[config.mk]
export PLATFORM = sky130hd
export DESIGN_NAME = adcs_ctrl
export DESIGN_NICKNAME = d
export VERILOG_FILES = /design/src/hw/adcs_pkg.sv /design/src/hw/adcs_buf2.sv /design/src/hw/adcs_ctrl.sv
export SDC_FILE = /design/constraint.sdc
export NUM_CORES = 1
export LEC_CHECK = 0
export ABC_AREA = 1
export BUFFER_PORTS_ARGS = -buffer_cell sky130_fd_sc_hd__buf_2
export CORE_UTILIZATION = 50
export CTS_CLUSTER_SIZE = 20
export DETAILED_ROUTE_END_ITERATION = 6
export GPL_TIMING_DRIVEN = 0
export PLACE_DENSITY_LB_ADDON = 0.25
export SLEW_MARGIN = 15
export SYNTH_ARGS = -nofsm -noshare
export SYNTH_HDL_FRONTEND = slang
export SYNTH_HIERARCHICAL = 1
export SYNTH_SLANG_ARGS = --single-unit
[constraint.sdc]
create_clock -name ref_clk -period 2.1 [get_ports ref_clk]
set_input_delay 0.21 -clock ref_clk [delete_from_list [all_inputs] [get_ports ref_clk]]
set_output_delay 0.21 -clock ref_clk [all_outputs]
set_load 0.02 [all_outputs]
[src/hw/adcs_pkg.sv]
// Constants shared by the converter control block, its bound checker and its bench.
// Assumes a 125 MHz reference clock and an SPI master on the far side of the pins.
//
// What this block does
// - Range field picks one of six spans.
// - Code step equals span over four thousand ninety-six.
// - Conversion timing comes from internal 1 MHz tick.
// - Temperature result left-aligned, most significant byte first.
// - Temperature step 0.125 C, two's complement.
// - Reset loads config defaults, converter powered down.
// - Mode one: single-shot, powered down between conversions.
// - Start bit launches one conversion, reads zero while it runs.
// - Start during running conversion is ignored.
// - Mode zero: back-to-back conversions, results stored.
// - Mode one or reset leaves continuous mode.
// - Select high resets port, releases output.
// - Select low shows ready state at once.
// - Result locked into shifter for whole transfer.
// - Clock idle low; long low resets port.
// - Input sampled on falling clock, never driven.
// - Output bits change on rising clock.
// - Output low signals a new result.
// - Unread result: output high before next ready, in mode zero only.
// - Weak pull-up while deselected, unless disabled.
// - Results saturate at 7ff0h and 8000h.
// - Config shifted in during result shift-out.
// - Frames are thirty-two or sixteen bits.
package adcs_pkg;
	localparam int CLK_PERIOD_NS = 8;
	localparam int CLK_FREQ_HZ = 125000000;
	localparam int OSC_FREQ_HZ = 1000000;
	localparam int OSC_PERIOD_NS = 1000000000 / OSC_FREQ_HZ;
	localparam int OSC_DIV = CLK_FREQ_HZ / OSC_FREQ_HZ;
	localparam int SCLK_TIMEOUT_NS = 30800000;
	localparam int SCLK_TIMEOUT_CYC = SCLK_TIMEOUT_NS / CLK_PERIOD_NS;
	localparam int DRDY_LEAD_NS = 8000;
	localparam int DRDY_LEAD_OSC = DRDY_LEAD_NS / OSC_PERIOD_NS;
	localparam int CONV_OSC_DEFAULT = 625;
	localparam int WORD_BITS = 16;
	localparam int FRAME_BITS = 32;
	localparam logic [15:0] CFG_RESET = 16'h058b;
	localparam logic [15:0] CONV_RESET = 16'h0000;
	localparam logic [15:0] SAT_POS = 16'h7ff0;
	localparam logic [15:0] SAT_NEG = 16'h8000;
	localparam int CFG_SS_BIT = 15;
	localparam int CFG_MUX_LSB = 12;
	localparam int CFG_PGA_LSB = 9;
	localparam int CFG_MODE_BIT = 8;
	localparam int CFG_DR_LSB = 5;
	localparam int CFG_TS_BIT = 4;
	localparam int CFG_PULL_BIT = 3;
	localparam int CFG_NOP_LSB = 1;
	localparam logic [1:0] CFG_NOP_VALID = 2'h1;
	localparam logic [21:0] LSB_NV_6144 = 22'h2dc6c0;
	localparam logic [21:0] LSB_NV_4096 = 22'h1e8480;
	localparam logic [21:0] LSB_NV_2048 = 22'h0f4240;
	localparam logic [21:0] LSB_NV_1024 = 22'h07a120;
	localparam logic [21:0] LSB_NV_0512 = 22'h03d090;
	localparam logic [21:0] LSB_NV_0256 = 22'h01e848;

	typedef enum logic {CV_DOWN, CV_RUN} adcs_conv_e;

	function automatic logic [21:0] lsbOfRange(input logic [2:0] rng);
		case (rng)
			3'h0: lsbOfRange = LSB_NV_6144;
			3'h1: lsbOfRange = LSB_NV_4096;
			3'h2: lsbOfRange = LSB_NV_2048;
			3'h3: lsbOfRange = LSB_NV_1024;
			3'h4: lsbOfRange = LSB_NV_0512;
			default: lsbOfRange = LSB_NV_0256;
		endcase
	endfunction : lsbOfRange
endpackage : adcs_pkg

[src/hw/adcs_buf2.sv]
// Two-entry buffer with valid and ready on both sides.
// Assumes both sides run on the same clock.
`timescale 1ns/1ps
`default_nettype none
module adcs_buf2 #(
	parameter int WIDTH = 16
) (
	input wire logic clk,
	input wire logic rst,
	input wire logic inValid,
	output logic inReady,
	input wire logic [WIDTH-1:0] inData,
	output logic outValid,
	input wire logic outReady,
	output logic [WIDTH-1:0] outData
);
	logic [WIDTH-1:0] slot_ff [2];
	logic [WIDTH-1:0] nxt_slot [2];
	logic [1:0] count_ff;
	logic [1:0] nxt_count;
	logic doPush;
	logic doPop;

	assign inReady = (count_ff != 2'h2);
	assign outValid = (count_ff != 2'h0);
	assign outData = slot_ff[0];
	assign doPush = inValid & inReady;
	assign doPop = outValid & outReady;

	always_comb begin
		nxt_slot[0] = slot_ff[0];
		nxt_slot[1] = slot_ff[1];
		nxt_count = count_ff;
		if (doPop) begin
			nxt_slot[0] = slot_ff[1];
		end
		if (doPush) begin
			nxt_slot[(count_ff - 2'(doPop)) == 2'h0 ? 0 : 1] = inData;
		end
		nxt_count = count_ff + 2'(doPush) - 2'(doPop);
	end

	always_ff @(posedge clk) begin
		if (rst) begin
			slot_ff[0] <= '0;
			slot_ff[1] <= '0;
			count_ff <= 2'h0;
		end else begin
			slot_ff[0] <= nxt_slot[0];
			slot_ff[1] <= nxt_slot[1];
			count_ff <= nxt_count;
		end
	end
endmodule : adcs_buf2
`default_nettype wire

[src/hw/adcs_ctrl.sv]
// Conversion sequencer, config and result registers and the serial port of the converter.
// Assumes the analog core answers on this clock and the serial pins come from outside the clock domain.
`timescale 1ns/1ps
`default_nettype none
module adcs_ctrl
	import adcs_pkg::*;
#(
	parameter int CONV_OSC = CONV_OSC_DEFAULT,
	parameter int TIMEOUT_CYC = SCLK_TIMEOUT_CYC
) (
	input wire logic ref_clk,
	input wire logic rst,
	input wire logic chipSelectN,
	input wire logic sclk,
	input wire logic serialIn,
	output logic serial_out_ready_n,
	output logic serialOutEn,
	output logic serialPullupOn,
	input wire logic signed [15:0] coreCode,
	input wire logic [11:0] coreTemp,
	output logic corePowerOn,
	output logic coreStart,
	output logic [2:0] range_select,
	output logic [21:0] lsbNanoVolt,
	output logic [2:0] inputSelect,
	output logic [2:0] dataRate,
	output logic temp_sensor_select,
	output logic output_pullup_enable,
	output logic singleShotMode,
	output logic [15:0] conversionWord
);
	// ********************************************************************
	// Pin synchronisers and edge detection
	// ********************************************************************
	logic [1:0] csSync_ff;
	logic [1:0] clkSync_ff;
	logic [1:0] dinSync_ff;
	logic clkPrev_ff;
	logic csPrev_ff;
	logic csHigh;
	logic sclkRise;
	logic sclkFall;
	logic csFall;

	always_ff @(posedge ref_clk) begin
		if (rst) begin
			csSync_ff <= 2'h3;
			clkSync_ff <= 2'h0;
			dinSync_ff <= 2'h0;
			clkPrev_ff <= 1'b0;
			csPrev_ff <= 1'b1;
		end else begin
			csSync_ff <= {csSync_ff[0], chipSelectN};
			clkSync_ff <= {clkSync_ff[0], sclk};
			dinSync_ff <= {dinSync_ff[0], serialIn};
			clkPrev_ff <= clkSync_ff[1];
			csPrev_ff <= csSync_ff[1];
		end
	end

	assign csHigh = csSync_ff[1];
	// Clock edges are only honoured while selected.
	assign sclkRise = ~csHigh & clkSync_ff[1] & ~clkPrev_ff;
	assign sclkFall = ~csHigh & ~clkSync_ff[1] & clkPrev_ff;
	assign csFall = csPrev_ff & ~csHigh;

	// ********************************************************************
	// Oscillator tick and conversion sequencer
	// ********************************************************************
	localparam int DIV_W = $clog2(OSC_DIV);
	localparam int CONV_W = $clog2(CONV_OSC + 1);
	localparam logic [DIV_W-1:0] DIV_LAST = DIV_W'(OSC_DIV - 1);
	localparam logic [CONV_W-1:0] CONV_LAST = CONV_W'(CONV_OSC - 1);
	// The clear lands on the tick that leaves exactly the lead count of ticks before the result.
	localparam logic [CONV_W-1:0] LEAD_POINT = CONV_W'(CONV_OSC - DRDY_LEAD_OSC - 1);

	logic [15:0] cfg_ff;
	logic [15:0] nxt_cfg;
	logic [15:0] conv_ff;
	logic [15:0] nxt_conv;
	logic unread_ff;
	logic nxt_unread;
	adcs_conv_e cvState_ff;
	adcs_conv_e nxt_cvState;
	logic [DIV_W-1:0] divCnt_ff;
	logic [DIV_W-1:0] nxt_divCnt;
	logic [CONV_W-1:0] convCnt_ff;
	logic [CONV_W-1:0] nxt_convCnt;
	logic startReq_ff;
	logic nxt_startReq;
	logic oscTick;
	logic convDone;
	logic [15:0] resultWord;
	logic bufInReady;
	logic bufOutValid;
	logic bufOutReady;
	logic [15:0] bufOutData;
	logic cfgWrite;
	logic [15:0] rxWord;
	logic lockNow;
	logic midFrame;

	// Saturates the core's raw count to the 12-bit span and left-aligns it.
	function automatic logic [15:0] satAlign(input logic signed [15:0] raw);
		if (raw > 16'sh07ff) begin
			satAlign = SAT_POS;
		end else if (raw < -16'sh0800) begin
			satAlign = SAT_NEG;
		end else begin
			satAlign = {raw[11:0], 4'h0};
		end
	endfunction : satAlign

	assign oscTick = (divCnt_ff == DIV_LAST);
	assign convDone = (cvState_ff == CV_RUN) & oscTick & (convCnt_ff == CONV_LAST);
	// Temperature codes are already two's complement in 0.125 C steps.
	assign resultWord = cfg_ff[CFG_TS_BIT] ? {coreTemp, 4'h0} : satAlign(coreCode);
	// The conversion register is not replaced while a frame is mid-flight.
	assign bufOutReady = ~midFrame;

	adcs_buf2 #(
		.WIDTH(WORD_BITS)
	) u_resultBuf (
		.clk(ref_clk),
		.rst(rst),
		.inValid(convDone),
		.inReady(bufInReady),
		.inData(resultWord),
		.outValid(bufOutValid),
		.outReady(bufOutReady),
		.outData(bufOutData)
	);

	always_comb begin
		nxt_cfg = cfg_ff;
		nxt_conv = conv_ff;
		nxt_unread = unread_ff;
		nxt_cvState = cvState_ff;
		nxt_divCnt = oscTick ? '0 : divCnt_ff + 1'b1;
		nxt_convCnt = convCnt_ff;
		nxt_startReq = 1'b0;
		if (cfgWrite) begin
			nxt_cfg = rxWord;
			nxt_cfg[CFG_SS_BIT] = 1'b0;
			nxt_cfg[CFG_NOP_LSB +: 2] = CFG_NOP_VALID;
			nxt_cfg[0] = cfg_ff[0];
			nxt_startReq = rxWord[CFG_SS_BIT] & rxWord[CFG_MODE_BIT];
		end
		case (cvState_ff)
			CV_DOWN: begin
				nxt_convCnt = '0;
				// A full buffer holds off the next conversion so no result is lost.
				if (bufInReady & (~cfg_ff[CFG_MODE_BIT] | startReq_ff)) begin
					nxt_cvState = CV_RUN;
				end
			end
			CV_RUN: begin
				if (oscTick) begin
					nxt_convCnt = convCnt_ff + 1'b1;
				end
				if (convDone) begin
					nxt_convCnt = '0;
					// Continuous mode starts over at once; mode one or a start ends here.
					// A word still held back by an open frame would leave no room for the next result.
					if (cfg_ff[CFG_MODE_BIT] | (bufOutValid & ~bufOutReady)) begin
						nxt_cvState = CV_DOWN;
					end
				end
			end
			default: nxt_cvState = CV_DOWN;
		endcase
		// A start seen during a running conversion is simply dropped.
		if (cvState_ff == CV_RUN) begin
			nxt_startReq = 1'b0;
		end else if (startReq_ff & ~nxt_startReq) begin
			nxt_startReq = ~(bufInReady | ~cfg_ff[CFG_MODE_BIT]);
		end
		// In continuous mode the pin returns high ahead of the next ready when nobody read the old result.
		if ((cvState_ff == CV_RUN) & ~cfg_ff[CFG_MODE_BIT] & oscTick & (convCnt_ff == LEAD_POINT)) begin
			nxt_unread = 1'b0;
		end
		if (lockNow) begin
			nxt_unread = 1'b0;
		end
		if (bufOutValid & bufOutReady) begin
			nxt_conv = bufOutData;
			nxt_unread = 1'b1;
		end
	end

	always_ff @(posedge ref_clk) begin
		if (rst) begin
			cfg_ff <= CFG_RESET;
			conv_ff <= CONV_RESET;
			unread_ff <= 1'b0;
			cvState_ff <= CV_DOWN;
			divCnt_ff <= '0;
			convCnt_ff <= '0;
			startReq_ff <= 1'b0;
		end else begin
			cfg_ff <= nxt_cfg;
			conv_ff <= nxt_conv;
			unread_ff <= nxt_unread;
			cvState_ff <= nxt_cvState;
			divCnt_ff <= nxt_divCnt;
			convCnt_ff <= nxt_convCnt;
			startReq_ff <= nxt_startReq;
		end
	end

	// ********************************************************************
	// Serial port
	// ********************************************************************
	localparam int TO_W = $clog2(TIMEOUT_CYC + 1);
	localparam logic [TO_W-1:0] TO_LAST = TO_W'(TIMEOUT_CYC - 1);
	localparam logic [4:0] HALF_POINT = 5'(WORD_BITS);

	logic [4:0] bitCnt_ff;
	logic [4:0] nxt_bitCnt;
	logic [15:0] rx_ff;
	logic [15:0] nxt_rx;
	logic [15:0] tx_ff;
	logic [15:0] nxt_tx;
	logic outBit_ff;
	logic nxt_outBit;
	logic active_ff;
	logic nxt_active;
	logic [TO_W-1:0] idleCnt_ff;
	logic [TO_W-1:0] nxt_idleCnt;
	logic pinOut_ff;
	logic nxt_pinOut;
	logic timeout;
	logic [15:0] readback;

	assign timeout = (idleCnt_ff == TO_LAST);
	assign lockNow = sclkRise & (bitCnt_ff == 5'h0);
	assign midFrame = active_ff;
	assign rxWord = {rx_ff[14:0], dinSync_ff[1]};
	// The config word is taken on the sixteenth falling edge if the no-op field allows it.
	assign cfgWrite = sclkFall & (bitCnt_ff == HALF_POINT - 5'h1) & (rxWord[CFG_NOP_LSB +: 2] == CFG_NOP_VALID);
	// In single-shot mode the start bit reads one only when no conversion runs.
	assign readback = {cfg_ff[CFG_MODE_BIT] & (cvState_ff == CV_DOWN), cfg_ff[14:0]};

	always_comb begin
		nxt_bitCnt = bitCnt_ff;
		nxt_rx = rx_ff;
		nxt_tx = tx_ff;
		nxt_outBit = outBit_ff;
		nxt_active = active_ff;
		nxt_idleCnt = (clkSync_ff[1] | timeout) ? '0 : idleCnt_ff + 1'b1;
		if (sclkRise) begin
			if (bitCnt_ff == 5'h0) begin
				nxt_tx = {conv_ff[14:0], 1'b0};
				nxt_outBit = conv_ff[15];
				nxt_active = 1'b1;
			end else if (bitCnt_ff == HALF_POINT) begin
				nxt_tx = {readback[14:0], 1'b0};
				nxt_outBit = readback[15];
			end else begin
				nxt_tx = {tx_ff[14:0], 1'b0};
				nxt_outBit = tx_ff[15];
			end
		end
		if (sclkFall) begin
			nxt_rx = rxWord;
			nxt_bitCnt = bitCnt_ff + 5'h1;
			// After the thirty-second bit the counter wraps and the next rise opens a new frame.
			if (bitCnt_ff == 5'(FRAME_BITS - 1)) begin
				nxt_active = 1'b0;
			end
		end
		// Deselect or a long idle clock drops any partial frame.
		if (csHigh | csFall | timeout) begin
			nxt_bitCnt = 5'h0;
			nxt_rx = '0;
			nxt_active = 1'b0;
		end
		// Outside a frame the pin shows the ready state; low means unread data.
		nxt_pinOut = nxt_active ? nxt_outBit : ~nxt_unread;
	end

	always_ff @(posedge ref_clk) begin
		if (rst) begin
			bitCnt_ff <= 5'h0;
			rx_ff <= '0;
			tx_ff <= '0;
			outBit_ff <= 1'b1;
			active_ff <= 1'b0;
			idleCnt_ff <= '0;
			pinOut_ff <= 1'b1;
		end else begin
			bitCnt_ff <= nxt_bitCnt;
			rx_ff <= nxt_rx;
			tx_ff <= nxt_tx;
			outBit_ff <= nxt_outBit;
			active_ff <= nxt_active;
			idleCnt_ff <= nxt_idleCnt;
			pinOut_ff <= nxt_pinOut;
		end
	end

	// ********************************************************************
	// Pin drive and configuration outputs
	// ********************************************************************
	assign serial_out_ready_n = pinOut_ff;
	assign serialOutEn = ~csHigh;
	// The pull-up only keeps the released line away from mid-supply.
	assign serialPullupOn = csHigh & cfg_ff[CFG_PULL_BIT];
	assign corePowerOn = (cvState_ff == CV_RUN);
	assign coreStart = (cvState_ff == CV_DOWN) & (nxt_cvState == CV_RUN);
	assign range_select = cfg_ff[CFG_PGA_LSB +: 3];
	assign lsbNanoVolt = lsbOfRange(cfg_ff[CFG_PGA_LSB +: 3]);
	assign inputSelect = cfg_ff[CFG_MUX_LSB +: 3];
	assign dataRate = cfg_ff[CFG_DR_LSB +: 3];
	assign temp_sensor_select = cfg_ff[CFG_TS_BIT];
	assign output_pullup_enable = cfg_ff[CFG_PULL_BIT];
	assign singleShotMode = cfg_ff[CFG_MODE_BIT];
	assign conversionWord = conv_ff;
endmodule : adcs_ctrl
`default_nettype wire

# After elaboration in Yosys (flattened, before gate mapping)
# Memory sizes are Yosys's and may differ from the RTL's.
# Index checks and enable logic that the tools add are counted.
[word_totals]
regBits = 119
mem_bits_rw = 32
in_bits = 33
out_inout_bits = 55
wordCells = 133
mem_count = 1
[memory_table]
columns = ["memory", "depth", "width", "read_ports", "rd_ports_with_merged_regs", "write_ports", "line", "text"]
rows = [
  ["u_resultBuf.slot_ff", 2, 16, 2, 0, 2, "adcs_buf2.sv:17", "logic [WIDTH-1:0] slot_ff [2];"],
]
[op_classes]
addsub = 7
order_cmp = 4
eq_ne = 14
n_mux = 38
bitwise_logic = 40
reduce_logical = 9
[ops]
columns = ["cell", "count"]
rows = [
  ["$mux W16", 9],
  ["$pmux W22 S5", 1],
  ["$bwmux W32", 1],
  ["$ge A32 B2 Y1 const B", 1],
  ["$lt A32 B1 Y1 const B", 1],
  ["$mux W32", 1],
  ["$not A32 Y32", 1],
  ["$add A22 B1 Y22 const B", 1],
  ["$and A1 B1 Y1", 22],
  ["$eq A22 B22 Y1 const B", 1],
  ["$mux W1", 21],
  ["$eq A10 B10 Y1 const B", 2],
  ["$mux W10", 2],
  ["$pmux W10 S2", 1],
  ["$demux W16 S1", 1],
  ["$gt A16 B12 Y1 const B", 1],
  ["$lt A16 B12 Y1 const B", 1],
  ["$add A10 B1 Y10 const B", 1],
  ["$eq A5 B5 Y1 const B", 2],
  ["$not A1 Y1", 9],
  ["$or A1 B1 Y1", 8],
  ["$reduce_or A2 Y1", 4],
  ["$add A7 B1 Y7 const B", 1],
  ["$eq A7 B7 Y1 const B", 1],
  ["16 further kinds", 18],
]

# Depth between registers and ports, before layout
[logic_depth]
word_depth = 13
depth_mapped = 17
mapped_depth_nobuf = 15

# Cells and area by module
# Netlist, hierarchy kept.
[by_module_without_submodules]
columns = ["module", "n_inst", "cells_each", "area_each_um2", "seq_area_each_um2"]
rows = [
  ["adcs_ctrl", 1, 787, 5521.5, 2322.2],
  ["adcs_buf2", 1, 283, 1863.0, 680.7],
]

# Least setup slack after synthesis
# Ideal clock, no wire load.
[synth_path]
kind = "register to register"
from = "register divCnt_ff[0]"
to = "register u_resultBuf.count_ff[1]"
setup_time_ns = 0.113
t_arrival_ns = 1.954
required_ns = 1.987
setup_slack_ns = 0.033
path_stages_with_launch = 18
path_buffers = 2
period_less_slack_ns = 2.067
path_cell_list = "dfxtp_1 -> inv_1 -> ha_1 -> nand2_1 -> nor2_4 -> nand3_2 -> nor2_1 -> buf_4 -> nand2_4 -> inv_2 -> buf_4 -> nand2_1 -> nand2_1 -> ha_1 -> xnor2_1 -> nand2_1 -> nand2_1 -> nor2_1"
[synth_between]
elab_chain_len = 6
[synth_rtl]
columns = ["item", "line", "text"]
rows = [
  ["start, declared", "adcs_ctrl.sv:85", "logic [DIV_W-1:0] divCnt_ff;"],
  ["start signal, assigned", "adcs_ctrl.sv:205", "divCnt_ff <= nxt_divCnt;"],
  ["$eq A7 B7 Y1", "adcs_ctrl.sv:114", "assign oscTick = (divCnt_ff == DIV_LAST);"],
  ["$and A1 B1 Y1 (2 in series)", "adcs_ctrl.sv:115", "assign convDone = (cvState_ff == CV_RUN) & oscTick & (convCnt_ff == CONV_LAST);"],
  ["net convDone", "adcs_ctrl.sv:92", "logic convDone;"],
  ["$and A1 B1 Y1", "adcs_buf2.sv:27", "assign doPush = inValid & inReady;"],
  ["$add A2 B1 Y2", "adcs_buf2.sv:40", "nxt_count = count_ff + 2'(doPush) - 2'(doPop);"],
  ["$sub A2 B1 Y2", "adcs_buf2.sv:40", ""],
  ["end signal, assigned", "adcs_buf2.sv:51", "count_ff <= nxt_count;"],
  ["end, declared", "adcs_buf2.sv:19", "logic [1:0] count_ff;"],
]
# The timed path passes the listed nets, and every way through them passes these cells.
# A chain may end at the register's enable or synchronous reset.

# Worst setup path after layout
[layout_path]
from = "register convCnt_ff[0]"
to = "register u_resultBuf.count_ff[1]"
[layout_between]
elab_chain_len = 5
[layout_rtl]
columns = ["item", "line", "text"]
rows = [
  ["start, declared", "adcs_ctrl.sv:87", "logic [CONV_W-1:0] convCnt_ff;"],
  ["start signal, assigned", "adcs_ctrl.sv:206", "convCnt_ff <= nxt_convCnt;"],
  ["$eq A10 B10 Y1", "adcs_ctrl.sv:115", ""],
  ["$and A1 B1 Y1", "adcs_ctrl.sv:115", ""],
  ["net convDone", "adcs_ctrl.sv:92", ""],
  ["$and A1 B1 Y1", "adcs_buf2.sv:27", ""],
  ["$add A2 B1 Y2", "adcs_buf2.sv:40", ""],
  ["$sub A2 B1 Y2", "adcs_buf2.sv:40", ""],
]
# The timed path passes the listed nets, and every way through them passes these cells.

==> flow_metrics.tcl <==
set metrics [dict create \
    nNetsFinal 1230 \
    rsz0062_at_grt "yes" \
    cp-end-kind "flop" \
    num_vias 7036 \
    ys_top_cells_by_area "dfxtp_1 41%, nand2_1 13%, nor2_1 9.3%, nand3_1 5.6%, inv_1 4.5%" \
    firstDrtPassIters 5 \
    crit_chain "inv_2 -> ha_1 -> inv_1 -> nor2_2 -> nand4_1 -> nor2_4 -> buf_6 -> nand2_8 -> nand2_4 -> nand2_1 -> ha_1 -> xnor2_2 -> nand2_1 -> nand2_1 -> nor2_1" \
    worstPathArrival_ps 2360 \
    fin_tns_setup_ps 0 \
    tightest_slew_ps 548 \
    drt-total-wl_mm 17.5 \
    async_flop_share 0 \
    synth_commonest_cells "249 x nand2_1, 183 x nor2_1, 150 x dfxtp_1" \
    hold_violations 0 \
    worstSetupPathType "reg2reg" \
    grt_pass1_vias 6206 \
    min_path_type "in2reg" \
    synth.most_common_cell "nand2_1" \
    grt_pass1_wl_mm 28.5 \
    cts.htree.levels 4 \
    worst-path-max-fanout 5 \
    antenna_found_initial 0 \
    cpMostUsedCell "nand2_1" \
    vdd_ir_drop_max_mv 0.792 \
    synth_top_family_by_area "simple AND/OR/NAND/NOR gates" \
    fin_crit_ps 2040 \
    slew_headroom 0.635 \
    clock_latency_ps 420 \
    synthXorXnorAreaFrac 0.0119 \
    fin_util 0.609 \
    yosysWarnings 6 \
    syn2layout_area_growth_pct 19.3 \
    timing.fmax_mhz 491 \
    cts_tree "done" \
    clock_tree.buffer_depth 2 \
    status "finished, final reports clean" \
    synthDistinctLibCells 43 \
    yosys.area_share.simple 0.349 \
    finalCritPeriodShare 0.970 \
    powerDensity_nw_per_um2 877 \
    p_leak_nw 3.75 \
    yosysSeqAreaShare 0.407 \
    die_y_um 124 \
    crit_buf_inv 3 \
    drv_slew 0 \
    rows 44 \
    finalSetupViolCount 0 \
    post-place-ws_ps -289 \
    synthCells 1070 \
    drc 0 \
    io_pins 88 \
    numCtsBuffers 17 \
    finalClockSkew_ps 6.40 \
    fp.coreArea_um2 14500 \
    die_area_um2 15300 \
    clock-root-buffer "clkbuf_16" \
    io_buffers 84 \
    syn_area_per_cell_um2 6.90 \
    grt_max_degree 18 \
    synth_edf_count 0 \
    ys.flop_type "dfxtp_1" \
    drtAntennaViolNets 0 \
    clock-sinks 150 \
    synth.top_cell.area_share 0.407 \
    die_w_um 124 \
    first_iter_violations 553 \
    drive_above_1_share 0.193 \
    diodes 0 \
    wire_per_inst_um 12.6 \
    viasPerCell 5.08 \
    crit_path_start_kind "flop" \
    drv_cap 0 \
    critPathTopFamily "simple AND/OR/NAND/NOR gates" \
    grt_usage 0.239 \
    place.detailed.hpwl_mm 13.0 \
    required_ps 2420 \
    grt_overflow 0 \
    slowest_stage "dfxtp_2" \
    synth-adder-area-share 0.0169 \
    place.gp.congestion 0.875 \
    synth_seq_cells 150 \
    initial_core_util 0.510 \
    clk_pin_slew_worst_paths_ps 60 \
    synthMuxAreaShare 0.00152 \
    slowest_delay_ps 340 \
    synth_area_leader_cell "dfxtp_1" \
    synth_compound_area_frac 0.106 \
    fin_ws_ps 63.2 \
    netlist_area_um2 7380 \
]
-- report_power, final --
group / internal [W] / total, W / switching [W]
registers: 0.00303 / 0.00320 / 0.000170
clock network: 0.00194 / 0.00313 / 0.00119
logic: 0.000447 / 0.00140 / 0.000954
total: 0.00542 / 0.00773 / 0.00231
-- worst paths after layout --
kind	from	to	slack (ps)	cells after the start
worst max register to register	convCnt_ff[0]	u_resultBuf/count_ff[1]	60	15
worst min register to register	dinSync_ff[0]	dinSync_ff[1]	410	2
worst min-delay path	coreTemp[7]	flop	220	7
worst max-delay path	convCnt_ff[0]	u_resultBuf/count_ff[1]	60	15
-- cell type report --
class	count	area, µm²
Inverter	102	395
Timing Repair Buffer	95	513
Fill cell	1364	5670
Clock buffer	22	464
Buffer	60	403
Sequential cell	150	3000
Multi-Input combinational cell	761	3660
Tap cell	184	230
Clock inverter	10	145
-- tightest hold or removal path, stage by stage --
cell	delay (ps)
buf_2	80
nand2_1	40
nand2_1	50
inv_1	40
nand3_1	70
nand2_1	40
nor2_1	70
-- cell usage in the layout, fill, tap and decap left out, types with 4 or more instances in the layout --
master	count
a31oi_1	13
nand3_1	83
o21ai_0	62
clkbuf_1	15
nor2_2	12
inv_1	88
nor2_4	9
ha_1	10
inv_2	13
conb_1	7
nor2_1	180
buf_2	94
buf_4	34
xor2_1	9
buf_6	7
nor3_1	12
nand2_1	248
dfxtp_1	149
nand3b_1	4
a21oi_1	62
nand2_2	8
nand4_1	10
clkbuf_16	17
dlygate4sd3_1	4
nand3_2	5
-- cells by family (layout without fill, tap and decap cells) --
group | count (synthesis) | in the layout
xor+xnor | 10 | 10
mux | 1 | 1
compound gates | 145 | 145
other cells | 1 | 7
buf+inv | 165 | 289
simple gates | 588 | 588
flops | 150 | 150
fa+ha+maj | 10 | 10
-- metal layers --
| metal | GRT usage | vias up | share of wire |
|---|---|---|---|
| met3 | 0.0470 | 24 | 0.040 |
| met2 | 0.394 | 133 | 0.47 |
| met1 | 0.316 | 3254 | 0.48 |
| li1 | - | 3625 | - |
| met4 | 0.0738 | 0 | 0.015 |
| met5 | 0 | - | 0 |
-- per-stage QoR --
stage	power [W]	hold WS (ps)	cell area [µm²]	instances
after CTS	0.00773	217	8730	1379
after global placement	0.00458	394	8060	1344
after detailed placement	0.00461	401	8060	1344
final	0.00773	215	8810	1384
after floorplan	0.00416	281	7410	1076
after global routing	0.00807	259	8810	1384
-- what timing repair did --
item                                   CTS  global route
hold buffers                             4             0
resized for setup                        7            10
buffers inserted                         0             7
endpoints found under the hold margin    4             0
pin swaps                                1             4
gates cloned                             0             0
setup endpoints to repair               12            32
(Power assumes the default switching activity.)
